`src/hdl/rsdx_pkg.sv`:
```
// Shared constants and types for the operand decode and byte exchange block
package rsdx_pkg;

	// ---------------------------------------------------------------
	// Timing
	// ---------------------------------------------------------------
	localparam int unsigned CLK_HZ = 20000000;
	localparam int unsigned MIN_TERM_CYC = 1;
	localparam int unsigned XCHG_ACCESSES = 2;

	// ---------------------------------------------------------------
	// Instruction set size
	// ---------------------------------------------------------------
	localparam int unsigned INSTR_SET_SIZE = 165;
	localparam int unsigned INSTR_GROUPS = 16;

	// ---------------------------------------------------------------
	// Field positions inside the 16-bit instruction word
	// ---------------------------------------------------------------
	localparam int unsigned RI_LSB = 0;
	localparam int unsigned RJ_LSB = 4;
	localparam int unsigned SUB_LSB = 4;
	localparam int unsigned OP_LSB = 8;
	localparam int unsigned I4_LSB = 4;
	localparam int unsigned I8_LSB = 4;
	localparam int unsigned LBL9_LSB = 0;
	localparam int unsigned LBL12_LSB = 0;
	localparam int unsigned NUM_GPR = 16;
	localparam logic [3:0] STACK_GPR = 4'hF;

	// ---------------------------------------------------------------
	// Reset values
	// ---------------------------------------------------------------
	localparam logic [31:0] RST_WORD = 32'h0000_0000;
	localparam logic [7:0] RST_BYTE = 8'h00;

	// ---------------------------------------------------------------
	// Types
	// ---------------------------------------------------------------
	typedef enum logic [2:0] {FMT_A, FMT_B, FMT_C, FMT_D, FMT_E, FMT_F} rsdx_fmt_type;
	typedef enum logic [1:0] {EXT_ZERO, EXT_ONES, EXT_SIGN} rsdx_ext_type;
	typedef enum logic [4:0] {
		SEL_I4_ZERO, SEL_I4_ONES, SEL_I8, SEL_I20, SEL_I32, SEL_S8, SEL_S10,
		SEL_U4, SEL_U8, SEL_U10, SEL_WORD_OFFSET_SHORT, SEL_DISP8, SEL_DISP9, SEL_DISP10,
		SEL_DIR8, SEL_DIR9, SEL_DIR10, SEL_LABEL9, SEL_PC_REL_TARGET_LONG
	} rsdx_opnd_type;
	typedef enum logic [2:0] {
		table_base_reg, return_pointer_reg, user_stack_ptr, system_stack_ptr,
		mul_div_high_reg, mul_div_low_reg
	} rsdx_dreg_type;
	typedef enum logic [1:0] {XB_IDLE, XB_READ, XB_WRITE} rsdx_xstate_type;

endpackage

```
`src/hdl/rsdx_ext.sv`:
```
// Zero, ones and sign extension of a field of variable width
`timescale 1ns/1ps
module rsdx_ext #(
	parameter int unsigned W = 32
) (
	input wire logic [W-1:0] raw_i,
	input wire logic [5:0] width_i,
	input wire rsdx_pkg::rsdx_ext_type mode_i,
	output logic [W-1:0] ext_o
);

	logic fill;
	logic [W-1:0] top_bit;

	// Fill bit chosen by mode; sign takes the field's top bit
	always_comb begin
		top_bit = raw_i >> (width_i - 6'd1);
		unique case (mode_i)
			rsdx_pkg::EXT_ZERO: fill = 1'b0; // [RULE_13]
			rsdx_pkg::EXT_ONES: fill = 1'b1; // [RULE_13]
			rsdx_pkg::EXT_SIGN: fill = top_bit[0]; // [RULE_13]
			default: fill = 1'b0;
		endcase
	end

	// Bits at or above the field width take the fill
	for (genvar b = 0; b < W; b++) begin : g_bit
		assign ext_o[b] = (b < width_i) ? raw_i[b] : fill;
	end

endmodule

```
`src/hdl/rsdx_core.sv`:
```
// Operand decode, interlock and byte exchange sequencer of the RISC core
//
// Contract
// [RULE_01] Exchange: low byte out, zero-extended byte in
// [RULE_02] Hold refused from exchange read to write
// [RULE_03] Exchange takes two accesses, flags kept
// [RULE_04] Four-bit immediate zero 0..15, ones -16..-1
// [RULE_05] Constant immediates unsigned over full range
// [RULE_06] s8 -128..127, s10 -512..508 step four
// [RULE_07] u10 stored divided by four, 0..1020
// [RULE_08] Short word offset 0..60 step four
// [RULE_09] Signed displacements byte, half, word scaled
// [RULE_10] Direct addresses byte, half, word scaled
// [RULE_11] Branch offsets signed even, nine and twelve
// [RULE_12] Sixteen general registers, six dedicated registers
// [RULE_13] Zero, ones and sign extension operators
// [RULE_14] Formats A C D eight-bit, B upper four
// [RULE_15] Format E op plus sub, F upper five
// [RULE_16] Every cycle term at least one, ready stretches
// [RULE_17] Load-use interlock raises step to two
// [RULE_18] Stack or format A follower adds one cycle
// [RULE_19] Instruction set of 165 in sixteen groups
// [RULE_20] Immediate loads clear upper bits
// [RULE_21] Undefined opcode patterns flagged
`timescale 1ns/1ps
module rsdx_core #(
	parameter logic [7:0] EXCH_OPCODE = 8'h8A
) (
	input wire logic clk_i,
	input wire logic rstn_i,
	input wire logic instr_valid_i,
	input wire logic [15:0] instr_i,
	input wire logic [31:0] ext_word_i,
	input wire rsdx_pkg::rsdx_fmt_type format_i,
	input wire rsdx_pkg::rsdx_opnd_type operand_sel_i,
	input wire logic prev_is_load_i,
	input wire logic [3:0] prev_load_reg_i,
	input wire logic prev_c_term_i,
	input wire logic next_uses_sp_i,
	output logic dec_valid_o,
	output logic [7:0] opcode_o,
	output logic [3:0] secondary_opcode_field_o,
	output logic undefined_o,
	output logic is_exchange_o,
	output logic [3:0] reg_i_o,
	output logic [3:0] reg_j_o,
	output logic [2:0] dedicated_sel_o,
	output logic dedicated_ok_o,
	output logic [31:0] operand_o,
	output logic stall_o,
	input wire logic xchg_start_i,
	input wire logic [31:0] xchg_src_i,
	input wire logic [31:0] xchg_addr_i,
	output logic xchg_ready_o,
	output logic flags_hold_o,
	output logic [31:0] xchg_result_o,
	output logic xchg_result_we_o,
	output logic [7:0] xchg_cycles_o,
	output logic mem_req_o,
	output logic mem_we_o,
	output logic [31:0] mem_addr_o,
	output logic [7:0] mem_wdata_o,
	input wire logic [7:0] mem_rdata_i,
	input wire logic mem_ready_i,
	input wire logic hold_req_i,
	output logic hold_ack_o
);

	// ---------------------------------------------------------------
	// Opcode extraction per format
	// ---------------------------------------------------------------
	logic [7:0] op_d;
	logic [3:0] sub_d;
	localparam int unsigned OP_OFS = rsdx_pkg::OP_LSB;
	localparam int unsigned SUB_OFS = rsdx_pkg::SUB_LSB;

	// Opcode bits as each format places them
	always_comb begin
		op_d = instr_i[OP_OFS +: 8];
		sub_d = 4'h0;
		unique case (format_i)
			rsdx_pkg::FMT_A, rsdx_pkg::FMT_C, rsdx_pkg::FMT_D: begin
				op_d = instr_i[OP_OFS +: 8]; // [RULE_14]
			end
			rsdx_pkg::FMT_B: begin
				op_d = {instr_i[15:12], 4'h0}; // [RULE_14]
			end
			rsdx_pkg::FMT_E: begin
				op_d = instr_i[OP_OFS +: 8]; // [RULE_15]
				sub_d = instr_i[SUB_OFS +: 4]; // [RULE_15]
			end
			rsdx_pkg::FMT_F: begin
				op_d = {instr_i[15:11], 3'h0}; // [RULE_15]
			end
			default: op_d = instr_i[OP_OFS +: 8];
		endcase
	end

	// ---------------------------------------------------------------
	// Defined opcode table
	// ---------------------------------------------------------------
	// Only the groups this block knows are listed; anything else is
	// reported so the exception logic can trap it rather than guess.
	function automatic logic op_known(input rsdx_pkg::rsdx_fmt_type f,
		input logic [7:0] op, input logic [3:0] sub);
		logic ok;
		ok = 1'b0;
		unique case (f)
			rsdx_pkg::FMT_A: begin
				unique case (op)
					8'hA6, 8'hA7, 8'hA2, 8'hAC, 8'hAD, 8'hAE, 8'hAA,
					8'h82, 8'h84, 8'h85, 8'h86, 8'h92, 8'h94, 8'h95, 8'h96,
					8'h9A, 8'h9C, 8'h9D, 8'h9E, 8'hAF, 8'hAB, 8'hBF, 8'hBB,
					8'hB6, 8'hB2, 8'hBA: ok = 1'b1;
					default: ok = (op == EXCH_OPCODE);
				endcase
			end
			rsdx_pkg::FMT_C: begin
				unique case (op)
					8'hA4, 8'hA5, 8'hA0, 8'hA1, 8'hA8, 8'hA9, 8'h80, 8'h81,
					8'h90, 8'h91, 8'h98, 8'h99, 8'h88, 8'h89, 8'hB4, 8'hB5,
					8'hB0, 8'hB1, 8'hB8, 8'hB9, 8'h9B: ok = 1'b1;
					default: ok = 1'b0;
				endcase
			end
			rsdx_pkg::FMT_B: ok = (op == 8'hC0);
			rsdx_pkg::FMT_E: begin
				ok = (op == 8'h97 && sub >= 4'h4 && sub <= 4'h7) ||
					(op == 8'h9F && sub >= 4'h6 && sub <= 4'h8);
			end
			default: ok = 1'b0;
		endcase
		return ok;
	endfunction

	// ---------------------------------------------------------------
	// Operand field selection
	// ---------------------------------------------------------------
	logic [31:0] raw;
	logic [5:0] fwidth;
	rsdx_pkg::rsdx_ext_type fmode;
	logic [1:0] fshift;
	logic [31:0] ext_val;

	// Raw field, width, fill and scale for each operand kind
	always_comb begin
		raw = {28'h0, instr_i[rsdx_pkg::I4_LSB +: 4]};
		fwidth = 6'd4;
		fmode = rsdx_pkg::EXT_ZERO;
		fshift = 2'd0;
		unique case (operand_sel_i)
			rsdx_pkg::SEL_I4_ZERO: fmode = rsdx_pkg::EXT_ZERO; // [RULE_04]
			rsdx_pkg::SEL_I4_ONES: fmode = rsdx_pkg::EXT_ONES; // [RULE_04]
			rsdx_pkg::SEL_U4: fmode = rsdx_pkg::EXT_ZERO;
			rsdx_pkg::SEL_I8, rsdx_pkg::SEL_U8, rsdx_pkg::SEL_DIR8: begin
				raw = {24'h0, instr_i[rsdx_pkg::I8_LSB +: 8]}; // [RULE_05] [RULE_10]
				fwidth = 6'd8; // [RULE_20]
			end
			rsdx_pkg::SEL_I20: begin
				raw = {12'h0, instr_i[rsdx_pkg::I4_LSB +: 4], ext_word_i[15:0]}; // [RULE_05]
				fwidth = 6'd20; // [RULE_20]
			end
			rsdx_pkg::SEL_I32: begin
				raw = ext_word_i; // [RULE_05]
				fwidth = 6'd32;
			end
			rsdx_pkg::SEL_S8, rsdx_pkg::SEL_DISP8: begin
				raw = {24'h0, instr_i[rsdx_pkg::I8_LSB +: 8]}; // [RULE_06] [RULE_09]
				fwidth = 6'd8;
				fmode = rsdx_pkg::EXT_SIGN;
			end
			rsdx_pkg::SEL_S10, rsdx_pkg::SEL_DISP10: begin
				raw = {24'h0, instr_i[rsdx_pkg::I8_LSB +: 8]}; // [RULE_06] [RULE_09]
				fwidth = 6'd8;
				fmode = rsdx_pkg::EXT_SIGN;
				fshift = 2'd2;
			end
			rsdx_pkg::SEL_DISP9: begin
				raw = {24'h0, instr_i[rsdx_pkg::I8_LSB +: 8]}; // [RULE_09]
				fwidth = 6'd8;
				fmode = rsdx_pkg::EXT_SIGN;
				fshift = 2'd1;
			end
			rsdx_pkg::SEL_U10, rsdx_pkg::SEL_DIR10: begin
				raw = {24'h0, instr_i[rsdx_pkg::I8_LSB +: 8]}; // [RULE_07] [RULE_10]
				fwidth = 6'd8;
				fshift = 2'd2;
			end
			rsdx_pkg::SEL_DIR9: begin
				raw = {24'h0, instr_i[rsdx_pkg::I8_LSB +: 8]}; // [RULE_10]
				fwidth = 6'd8;
				fshift = 2'd1;
			end
			rsdx_pkg::SEL_WORD_OFFSET_SHORT: begin
				raw = {28'h0, instr_i[rsdx_pkg::I4_LSB +: 4]}; // [RULE_08]
				fshift = 2'd2;
			end
			rsdx_pkg::SEL_LABEL9: begin
				raw = {24'h0, instr_i[rsdx_pkg::LBL9_LSB +: 8]}; // [RULE_11]
				fwidth = 6'd8;
				fmode = rsdx_pkg::EXT_SIGN;
				fshift = 2'd1;
			end
			rsdx_pkg::SEL_PC_REL_TARGET_LONG: begin
				raw = {21'h0, instr_i[rsdx_pkg::LBL12_LSB +: 11]}; // [RULE_11]
				fwidth = 6'd11;
				fmode = rsdx_pkg::EXT_SIGN;
				fshift = 2'd1;
			end
			default: fmode = rsdx_pkg::EXT_ZERO;
		endcase
	end

	rsdx_ext #(
		.W(32)
	) u_ext (
		.raw_i(raw),
		.width_i(fwidth),
		.mode_i(fmode),
		.ext_o(ext_val)
	);

	// ---------------------------------------------------------------
	// Registered decode results
	// ---------------------------------------------------------------
	// Scaling after extension keeps scaled fields multiples of 2 or 4
	always_ff @(posedge clk_i or negedge rstn_i) begin
		if (!rstn_i) begin
			opcode_o <= rsdx_pkg::RST_BYTE;
			secondary_opcode_field_o <= 4'h0;
			undefined_o <= 1'b0;
			is_exchange_o <= 1'b0;
			reg_i_o <= 4'h0;
			reg_j_o <= 4'h0;
			dedicated_sel_o <= 3'h0;
			dedicated_ok_o <= 1'b0;
			operand_o <= rsdx_pkg::RST_WORD;
		end else if (instr_valid_i) begin
			opcode_o <= op_d;
			secondary_opcode_field_o <= sub_d;
			undefined_o <= !op_known(format_i, op_d, sub_d); // [RULE_21] [RULE_19]
			is_exchange_o <= (format_i == rsdx_pkg::FMT_A) && (op_d == EXCH_OPCODE);
			reg_i_o <= instr_i[rsdx_pkg::RI_LSB +: 4]; // [RULE_12]
			reg_j_o <= instr_i[rsdx_pkg::RJ_LSB +: 4]; // [RULE_12]
			dedicated_sel_o <= instr_i[rsdx_pkg::RJ_LSB +: 3];
			dedicated_ok_o <= (instr_i[rsdx_pkg::RJ_LSB +: 4] <= 4'(rsdx_pkg::mul_div_low_reg)); // [RULE_12]
			operand_o <= ext_val << fshift;
		end
	end

	// Decode strobe, one cycle after the instruction is taken
	always_ff @(posedge clk_i or negedge rstn_i) begin
		if (!rstn_i) begin
			dec_valid_o <= 1'b0;
		end else begin
			dec_valid_o <= instr_valid_i;
		end
	end

	// ---------------------------------------------------------------
	// Pipeline interlocks
	// ---------------------------------------------------------------
	// Both register fields are checked; this may stall an instruction
	// that ignores a field, trading a cycle for a smaller decoder.
	logic load_use;
	logic sp_follow;

	assign load_use = prev_is_load_i && (instr_i[rsdx_pkg::RI_LSB +: 4] == prev_load_reg_i ||
		instr_i[rsdx_pkg::RJ_LSB +: 4] == prev_load_reg_i);
	assign sp_follow = prev_c_term_i && (next_uses_sp_i || format_i == rsdx_pkg::FMT_A ||
		instr_i[rsdx_pkg::RI_LSB +: 4] == rsdx_pkg::STACK_GPR ||
		instr_i[rsdx_pkg::RJ_LSB +: 4] == rsdx_pkg::STACK_GPR);

	// One extra cycle turns the one-cycle step into two
	always_ff @(posedge clk_i or negedge rstn_i) begin
		if (!rstn_i) begin
			stall_o <= 1'b0;
		end else begin
			stall_o <= instr_valid_i && (load_use || sp_follow); // [RULE_17] [RULE_18]
		end
	end

	// ---------------------------------------------------------------
	// Hold request synchroniser
	// ---------------------------------------------------------------
	logic hold_s1_q;
	logic hold_s2_q;

	always_ff @(posedge clk_i or negedge rstn_i) begin
		if (!rstn_i) begin
			hold_s1_q <= 1'b0;
			hold_s2_q <= 1'b0;
		end else begin
			hold_s1_q <= hold_req_i;
			hold_s2_q <= hold_s1_q;
		end
	end

	// ---------------------------------------------------------------
	// Byte exchange sequencer
	// ---------------------------------------------------------------
	rsdx_pkg::rsdx_xstate_type xstate_q;
	logic [7:0] temp_q;
	logic [7:0] cyc_q;
	logic start_take;

	assign xchg_ready_o = (xstate_q == rsdx_pkg::XB_IDLE) && !hold_ack_o;
	assign start_take = xchg_start_i && xchg_ready_o;
	assign mem_req_o = (xstate_q != rsdx_pkg::XB_IDLE);
	assign mem_we_o = (xstate_q == rsdx_pkg::XB_WRITE);
	assign flags_hold_o = (xstate_q != rsdx_pkg::XB_IDLE); // [RULE_03]
	assign mem_wdata_o = temp_q;

	// Read then write; each access lasts until ready, never under one cycle
	always_ff @(posedge clk_i or negedge rstn_i) begin
		if (!rstn_i) begin
			xstate_q <= rsdx_pkg::XB_IDLE;
		end else begin
			unique case (xstate_q)
				rsdx_pkg::XB_IDLE: if (start_take) begin
					xstate_q <= rsdx_pkg::XB_READ;
				end
				rsdx_pkg::XB_READ: if (mem_ready_i) begin
					xstate_q <= rsdx_pkg::XB_WRITE; // [RULE_16]
				end
				rsdx_pkg::XB_WRITE: if (mem_ready_i) begin
					xstate_q <= rsdx_pkg::XB_IDLE; // [RULE_03]
				end
			endcase
		end
	end

	// Source byte kept aside before the register is overwritten
	always_ff @(posedge clk_i or negedge rstn_i) begin
		if (!rstn_i) begin
			temp_q <= rsdx_pkg::RST_BYTE;
			mem_addr_o <= rsdx_pkg::RST_WORD;
		end else if (start_take) begin
			temp_q <= xchg_src_i[7:0]; // [RULE_01]
			mem_addr_o <= xchg_addr_i; // [RULE_01]
		end
	end

	// Loaded byte returned zero-extended, written once at the end
	always_ff @(posedge clk_i or negedge rstn_i) begin
		if (!rstn_i) begin
			xchg_result_o <= rsdx_pkg::RST_WORD;
		end else if (xstate_q == rsdx_pkg::XB_READ && mem_ready_i) begin
			xchg_result_o <= {24'h0, mem_rdata_i}; // [RULE_01]
		end
	end

	always_ff @(posedge clk_i or negedge rstn_i) begin
		if (!rstn_i) begin
			xchg_result_we_o <= 1'b0;
		end else begin
			xchg_result_we_o <= (xstate_q == rsdx_pkg::XB_WRITE) && mem_ready_i;
		end
	end

	// Bus cycles spent, equal to twice the access term
	always_ff @(posedge clk_i or negedge rstn_i) begin
		if (!rstn_i) begin
			cyc_q <= 8'h00;
			xchg_cycles_o <= 8'h00;
		end else if (start_take) begin
			cyc_q <= 8'h00;
		end else if (mem_req_o) begin
			cyc_q <= cyc_q + 8'h01;
			if (mem_we_o && mem_ready_i) begin
				xchg_cycles_o <= cyc_q + 8'h01; // [RULE_03]
			end
		end
	end

	// Hold granted only while no exchange runs or starts
	always_ff @(posedge clk_i or negedge rstn_i) begin
		if (!rstn_i) begin
			hold_ack_o <= 1'b0;
		end else begin
			hold_ack_o <= hold_s2_q && (xstate_q == rsdx_pkg::XB_IDLE) && !start_take; // [RULE_02]
		end
	end

endmodule

```
`config.mk`:
```
export PLATFORM = sky130hd
export DESIGN_NAME = rsdx_core
export DESIGN_NICKNAME = d
export VERILOG_FILES = /design/src/hdl/rsdx_pkg.sv /design/src/hdl/rsdx_ext.sv /design/src/hdl/rsdx_core.sv
export SDC_FILE = /design/constraint.sdc
export NUM_CORES = 1
export LEC_CHECK = 0
export BUFFER_PORTS_ARGS = -buffer_cell sky130_fd_sc_hd__buf_2
export CORE_AREA = 5 5 124 126
export DETAILED_ROUTE_END_ITERATION = 16
export DIE_AREA = 0 0 129 131
export GPL_ROUTABILITY_DRIVEN = 0
export GPL_TIMING_DRIVEN = 1
export PLACE_DENSITY = 0.79
export SLEW_MARGIN = 40
export SYNTH_ARGS = -nofsm -noshare
export SYNTH_HDL_FRONTEND = slang
export SYNTH_SLANG_ARGS = --single-unit
```
`constraint.sdc`:
```
create_clock -name clk_i -period 2.2 [get_ports clk_i]
set_input_delay 0.55 -clock clk_i [delete_from_list [all_inputs] [get_ports clk_i]]
set_output_delay 0.55 -clock clk_i [all_outputs]
set_load 0.01 [all_outputs]
```
Yosys cells after proc, flatten, opt, wreduce, memory -nomap -nowiden
Cells that the tools add are included.
- bits in latches: 0
- ROM bits: 0
- register bits: 130
- output and inout port bits: 146
- logic and storage cells: 231
- RAM bits: 0
- input bits: 141
- memories kept: 0
- shifts and indexed selects: 2
- multiplexer cells: 49
- equality and inequality tests: 83
- reduce and logical (&&, ||, !) cells: 36
- div/mod/pow operators: 0
- multipliers: 0
- add/subtract/negate cells: 2
- bitwise gates (word level): 1
- order comparisons: 37
- operators by type and width (kind ; number):
    8-bit equality test, second input constant ; 51
    32-bit one-hot mux with 5 select lines ; 1
    5-bit by 6-bit less-than comparator with 1-bit output, first input constant ; 16
    4-bit by 6-bit less-than comparator with 1-bit output, first input constant ; 8
    5-bit by 4-bit equality test with 1-bit output, second input constant ; 8
    1-bit 2-to-1 mux ; 35
    32-bit by 2-bit left shift with 32-bit output ; 1
    32-bit by 6-bit >> shifter with 1-bit output ; 1
    26-bit OR reduction ; 1
    3-bit by 6-bit less-than comparator with 1-bit output, first input constant ; 4
    6-bit one-hot mux with 4 select lines ; 1
    21-bit OR reduction ; 1
    8-bit 2-to-1 mux ; 2
    5-bit by 3-bit equality test with 1-bit output, second input constant ; 3
    5-bit equality test, second input constant ; 3
    1-bit logical AND ; 14
    1-bit by 6-bit less-than comparator with 1-bit output, first input constant ; 2
    2-bit by 6-bit less-than comparator with 1-bit output, first input constant ; 2
    12-bit OR reduction ; 1
    11-bit OR reduction ; 1
    5-bit by 2-bit equality test with 1-bit output, second input constant ; 2
    8-bit by 1-bit adder with 8-bit output, second input constant ; 1
    4-bit equality test ; 2
    4-bit equality test, second input constant ; 2
    other kinds (29) ; 47

Longest topological paths before layout
- depth in word-level cells: 9
- mapped depth: 17
- depth with buffers taken out: 14

Modules after synthesis
A second synthesis with hierarchy kept.
- cell total of the unflattened synthesis: 787
- area, all modules: 7734.9 um^2
- modules (own cells, without submodules) (module ; area an instance (um^2) ; seq. area each (um^2) ; instances ; cells an instance):
    rsdx_core ; 6573.8 ; 3178.0 ; 1 ; 614
    rsdx_ext ; 1161.1 ; 0.0 ; 1 ; 173

Worst setup path before layout
No wires, ideal clock.
- path type: in2reg
- start point: input port operand_sel_i[3]
- end point: register operand_o[30]
- stages: 17
- slack: -1.553 ns
- buffers on the path: 3
- required time: 2.123 ns
- library setup time: 0.077 ns
- arrival: 3.675 ns
- path through: buf_2 or3b_4 nor2_1 buf_4 nor2_1 a31oi_1 ha_1 inv_1 or3_1 o2111ai_1 mux2_2 o22ai_1 o31ai_4 nor2_4 buf_4 a21oi_1 a21oi_1
- cells in the longest elaborated chain, start to end: 8
- elaborated cells on any way between the ends: 96
- classes of those cells: 1 x add/sub; 32 x order compare; 19 x eq/ne; 2 x shift; 37 x mux; 5 x reduce/logical
- RTL lines (item ; line ; source):
    start, declared ; rsdx_core.sv:35 ; input wire rsdx_pkg::rsdx_opnd_type operand_sel_i,
    5-bit equality test (tied with other cells) ; rsdx_core.sv:151 ; unique case (operand_sel_i)
    12-bit OR reduction (no source line) ; - ;
    6-bit one-hot mux with 4 select lines ; rsdx_core.sv:151 ;
    6-bit by 1-bit subtractor with 6-bit output ; rsdx_ext.sv:17 ; top_bit = raw_i >> (width_i - 6'd1);
    32-bit by 6-bit >> shifter with 1-bit output ; rsdx_ext.sv:17 ;
    1-bit one-hot mux with 2 select lines ; rsdx_ext.sv:18 ; unique case (mode_i)
    1-bit 2-to-1 mux ; rsdx_ext.sv:28 ; assign ext_o[b] = (b < width_i) ? raw_i[b] : fill;
    32-bit by 2-bit left shift with 32-bit output (*) ; rsdx_core.sv:247 ; operand_o <= ext_val << fshift;
    end signal, assigned ; rsdx_core.sv:237 ; operand_o <= rsdx_pkg::RST_WORD;
    end signal, assigned ; rsdx_core.sv:247 ;
    end, declared ; rsdx_core.sv:49 ; output logic [31:0] operand_o,
Every way passes the cells marked *; elsewhere a longest branch is shown, timed or not.
A chain may end at the register's enable or synchronous reset.

Worst setup path in the final report
- start point: input port operand_sel_i[0]
- end point: register operand_o[25]
The elaborated chain is that of the path after synthesis.

==> key figures <==
GRT
  – Vias in the first global route: ~6,000
  – First-pass GRT wire length: about 31,000 um
  – Antenna violations before repair: 0
  – GRT Overall Usage: 0.235
  – Largest net degree at the start of global routing: 60
  – GR Overflow Total: 0

Timing
  – Final Hold Fails: 0
  – Pins Over Slew Limit: 0
  – Tightest Pin Transition: approximately 550 ps
  – Clock period minus worst slack: ~3200 ps
  – Hold WS: 55.2 ps
  – Final setup skew: 5.61 ps
  – RSZ-0062 raised after global routing: yes
  – Setup ws final: -978 ps
  – Fmax: 315 MHz
  – Final Cycle Share: 1.44
  – # setup viols final: 29
  – Slew margin rel.: 0.632

Critical path
  – Critical Path RT: roughly 2500 ps
  – RR Endpoint: xstate_q[1]$_DFFE_PN0P_
  – Slowest cell on crit path: or3b_4
  – Register-to-Register Path Depth: 8
  – Largest stage delay on the critical path: approximately 400 ps
  – Setup CP Type: in -> reg
  – Startpoint types: primary input
  – WP data arrival: around 3500 ps
  – Crit-path cells: buf_6, or3b_4, a21boi_4, nor2_4, a31oi_4, ha_4, inv_2, or3_4, o2111ai_4, mux2_4, o22ai_4, o31ai_4, buf_6, nor2_4, buf_12, a21oi_2, a21oi_1
  – Worst Setup SP: operand_sel_i[0]
  – R2R Setup Slk: 300 ps
  – Worst r2r src: xstate_q[0]$_DFFE_PN0P_
  – Crit end category: flop
  – Crit path max fanout: 7

Detailed routing
  – Final ANT Viol Nets: 0
  – Post-Route WL: about 21,000 um
  – Drt first pass iters: 5
  – Vias: between 6,000 and 7,000
  – # DRC: 0
  – WL/cell: 17.9 um
  – 1st-iter DRT viols: 473
  – Via density: 5.35

Run
  – Max cap viols: 0

Floorplan
  – Die H: between 100 and 150 um
  – CORE AREA: approximately 14,000 um2
  – Starting Density: 0.466
  – Rows: 44
  – Num ports: 287
  – Die width: 129 um
  – Total die area: about 17,000 um2

CTS
  – Root buf cell: clkbuf_16
  – Hold Buf Count CTS: 0
  – Clock Path Buffers: 2
  – Clock-pin slew on the worst setup and hold paths: ~60 ps
  – CTS Buf Count: 17
  – Clk sinks: roughly 130
  – Clk_lat worst skew: around 400 ps
  – CTS tree: yes
  – H-tree depth reported by CTS: 4

Finish
  – Final core occ: 0.676
  – Register area: between 3000 and 4000 um2
  – ANT cells: 0
  – Fillcell total: approximately 1,100
  – Multi-input gate area: about 3300 um2
  – Synth-to-Final Area Change: 45.1%
  – # nets final: about 1,100
  – Layout cell share with drive strength beyond 1: 0.516

Hold path
  – HP Class: in -> async

Power
  – VDD IR max: approximately 0.00078 V
  – Leakage: around 4.7 nW
  – PD cells: between 1000 and 1500 nW/um2

Yosys
  – Async SR Flop Fraction: 1.00
  – Mean Syn Cell Area: around 10 um2
  – Synth Instances: ~640
  – Post-Syn Area: about 6600 um2
  – Post-synthesis sequential area ratio: 0.480
  – Flops & latches, synth: between 100 and 150
  – Main synth FF type: dfrtp_1
  – Yosys warning count: 0
  – Post-synth EDFFs: 0
  – Unique masters post-synth: 73

Status
  – Failing checks: setup timing
  – Status: finished, violations left

Placement
  – DP Wirelength: 15,500 um
  – I/O Buffers: roughly 240
-- placed cells by master, fill, tap and decap left out, types with 5 or more instances in the layout --
cell       instances
buf_2            233
dfrtp_1          127
buf_4             96
nand2_1           60
mux2_2            59
nor2_1            42
o21ai_0           34
a21oi_1           24
conb_1            24
inv_1             22
a21oi_2           20
clkbuf_16         17
nand3_1           13
ha_1               9
xor2_1             8
a22o_1             8
o2bb2ai_1          8
buf_6              8
and3_1             7
xnor2_1            7
mux2i_1            6
bufinv_16          6
buf_12             6
nor2b_1            5
nor2_4             5
nand2b_1           5
a211oi_1           5
a31oi_1            5
-- layout make-up --
class,instances,share of cell area
inverter,25,0.00977
clock inverter,13,0.0244
clock buffer,18,0.0447
sequential,127,0.331
multi-input combinational,449,0.348
timing repair buffer,343,0.218
tap,184,0.0240
-- cell usage after synthesis, types with 8 or more instances --
library cell / number / area (um2)
dfrtp_1: 127 / 3180
nand2_1: 62 / 233
mux2_2: 60 / 676
nor2_1: 46 / 173
a21oi_1: 44 / 220
o21ai_0: 36 / 180
buf_4: 33 / 248
clkbuf_1: 26 / 97.6
inv_1: 24 / 90.1
nand3_1: 14 / 70.1
ha_1: 10 / 125
o2bb2ai_1: 10 / 87.6
a211oi_1: 9 / 67.6
a22o_1: 8 / 70.1
xor2_1: 8 / 70.1
-- critical path, delay by kind of cell --
| kind | cells | cell delay [ps] |
|---|---|---|
| mux | 1 | 350 |
| fa+ha+maj | 1 | 170 |
| buf+inv | 4 | 450 |
| compound gates | 7 | 940 |
| simple gates | 4 | 1040 |
-- cells by family after synthesis --
group / Yosys count / share of synthesized area
AO/OA/AOI/OAI: 156 / 0.160
multiplexers: 67 / 0.113
adder cells (fa/ha/maj): 11 / 0.0204
XOR/XNOR: 16 / 0.0223
other: 1 / 0.000566
AND/OR/NAND/NOR: 175 / 0.130
flip-flops: 127 / 0.480
buffers and inverters: 90 / 0.0735
-- how the worst max path moves through the flow --
stage | slack [ps] | endpoint
2_1_floorplan | -1320 | operand_o[4]$_DFFE_PN0P_
3_3_place_gp | -1430 | operand_o[25]$_DFFE_PN0P_
3_5_place_dp | -1530 | operand_o[15]$_DFFE_PN0P_
4_1_cts | -920 | operand_o[13]$_DFFE_PN0P_
5_1_grt | -1100 | operand_o[21]$_DFFE_PN0P_
6_report | -980 | operand_o[25]$_DFFE_PN0P_
-- power by group --
part / switching, mW / internal [mW] / leakage, nW
clock: 1.05 / 2.13 / 0.325
combinational: 1.63 / 1.50 / 2.84
sequential: 0.348 / 3.00 / 1.56
total: 3.03 / 6.63 / 4.72
-- through the flow --
step	cell area, um2	setup TNS, ps	total power, mW	instances	setup slack, ps
finish	9610	-25760	9.66	1159	-978
global route	9610	-29070	10.2	1159	-1100
CTS	9450	-24320	9.69	1155	-917
detailed placement	8590	-39630	6.43	1117	-1530
global placement	8590	-37850	6.30	1117	-1430
floorplan	6810	-34680	5.10	666	-1320
-- routing by layer --
metal,part of all wire,track usage
met5,0,0
met2,0.50,0.392
met3,0.083,0.0520
met4,0.019,0.0661
met1,0.40,0.309
-- sequential cells by signal, summed over array words and instances (netlist names), 2 cells and up --
name / flops
secondary_opcode_field_o: 4
mem_addr_o: 32
reg_j_o: 4
reg_i_o: 4
cyc_q: 8
xchg_cycles_o: 8
opcode_o: 8
operand_o: 32
mem_wdata_o: 8
xstate_q: 2
xchg_result_o: 8
-- repair_timing --
action	4_1_cts	5_1_grt
endpoints found under the hold margin	0	0
cloned	0	0
endpoints found under the setup margin	29	29
gates resized for setup	29	31
buffers inserted	8	4
pin swaps	18	22
Power figures use the tool's default switching activity.
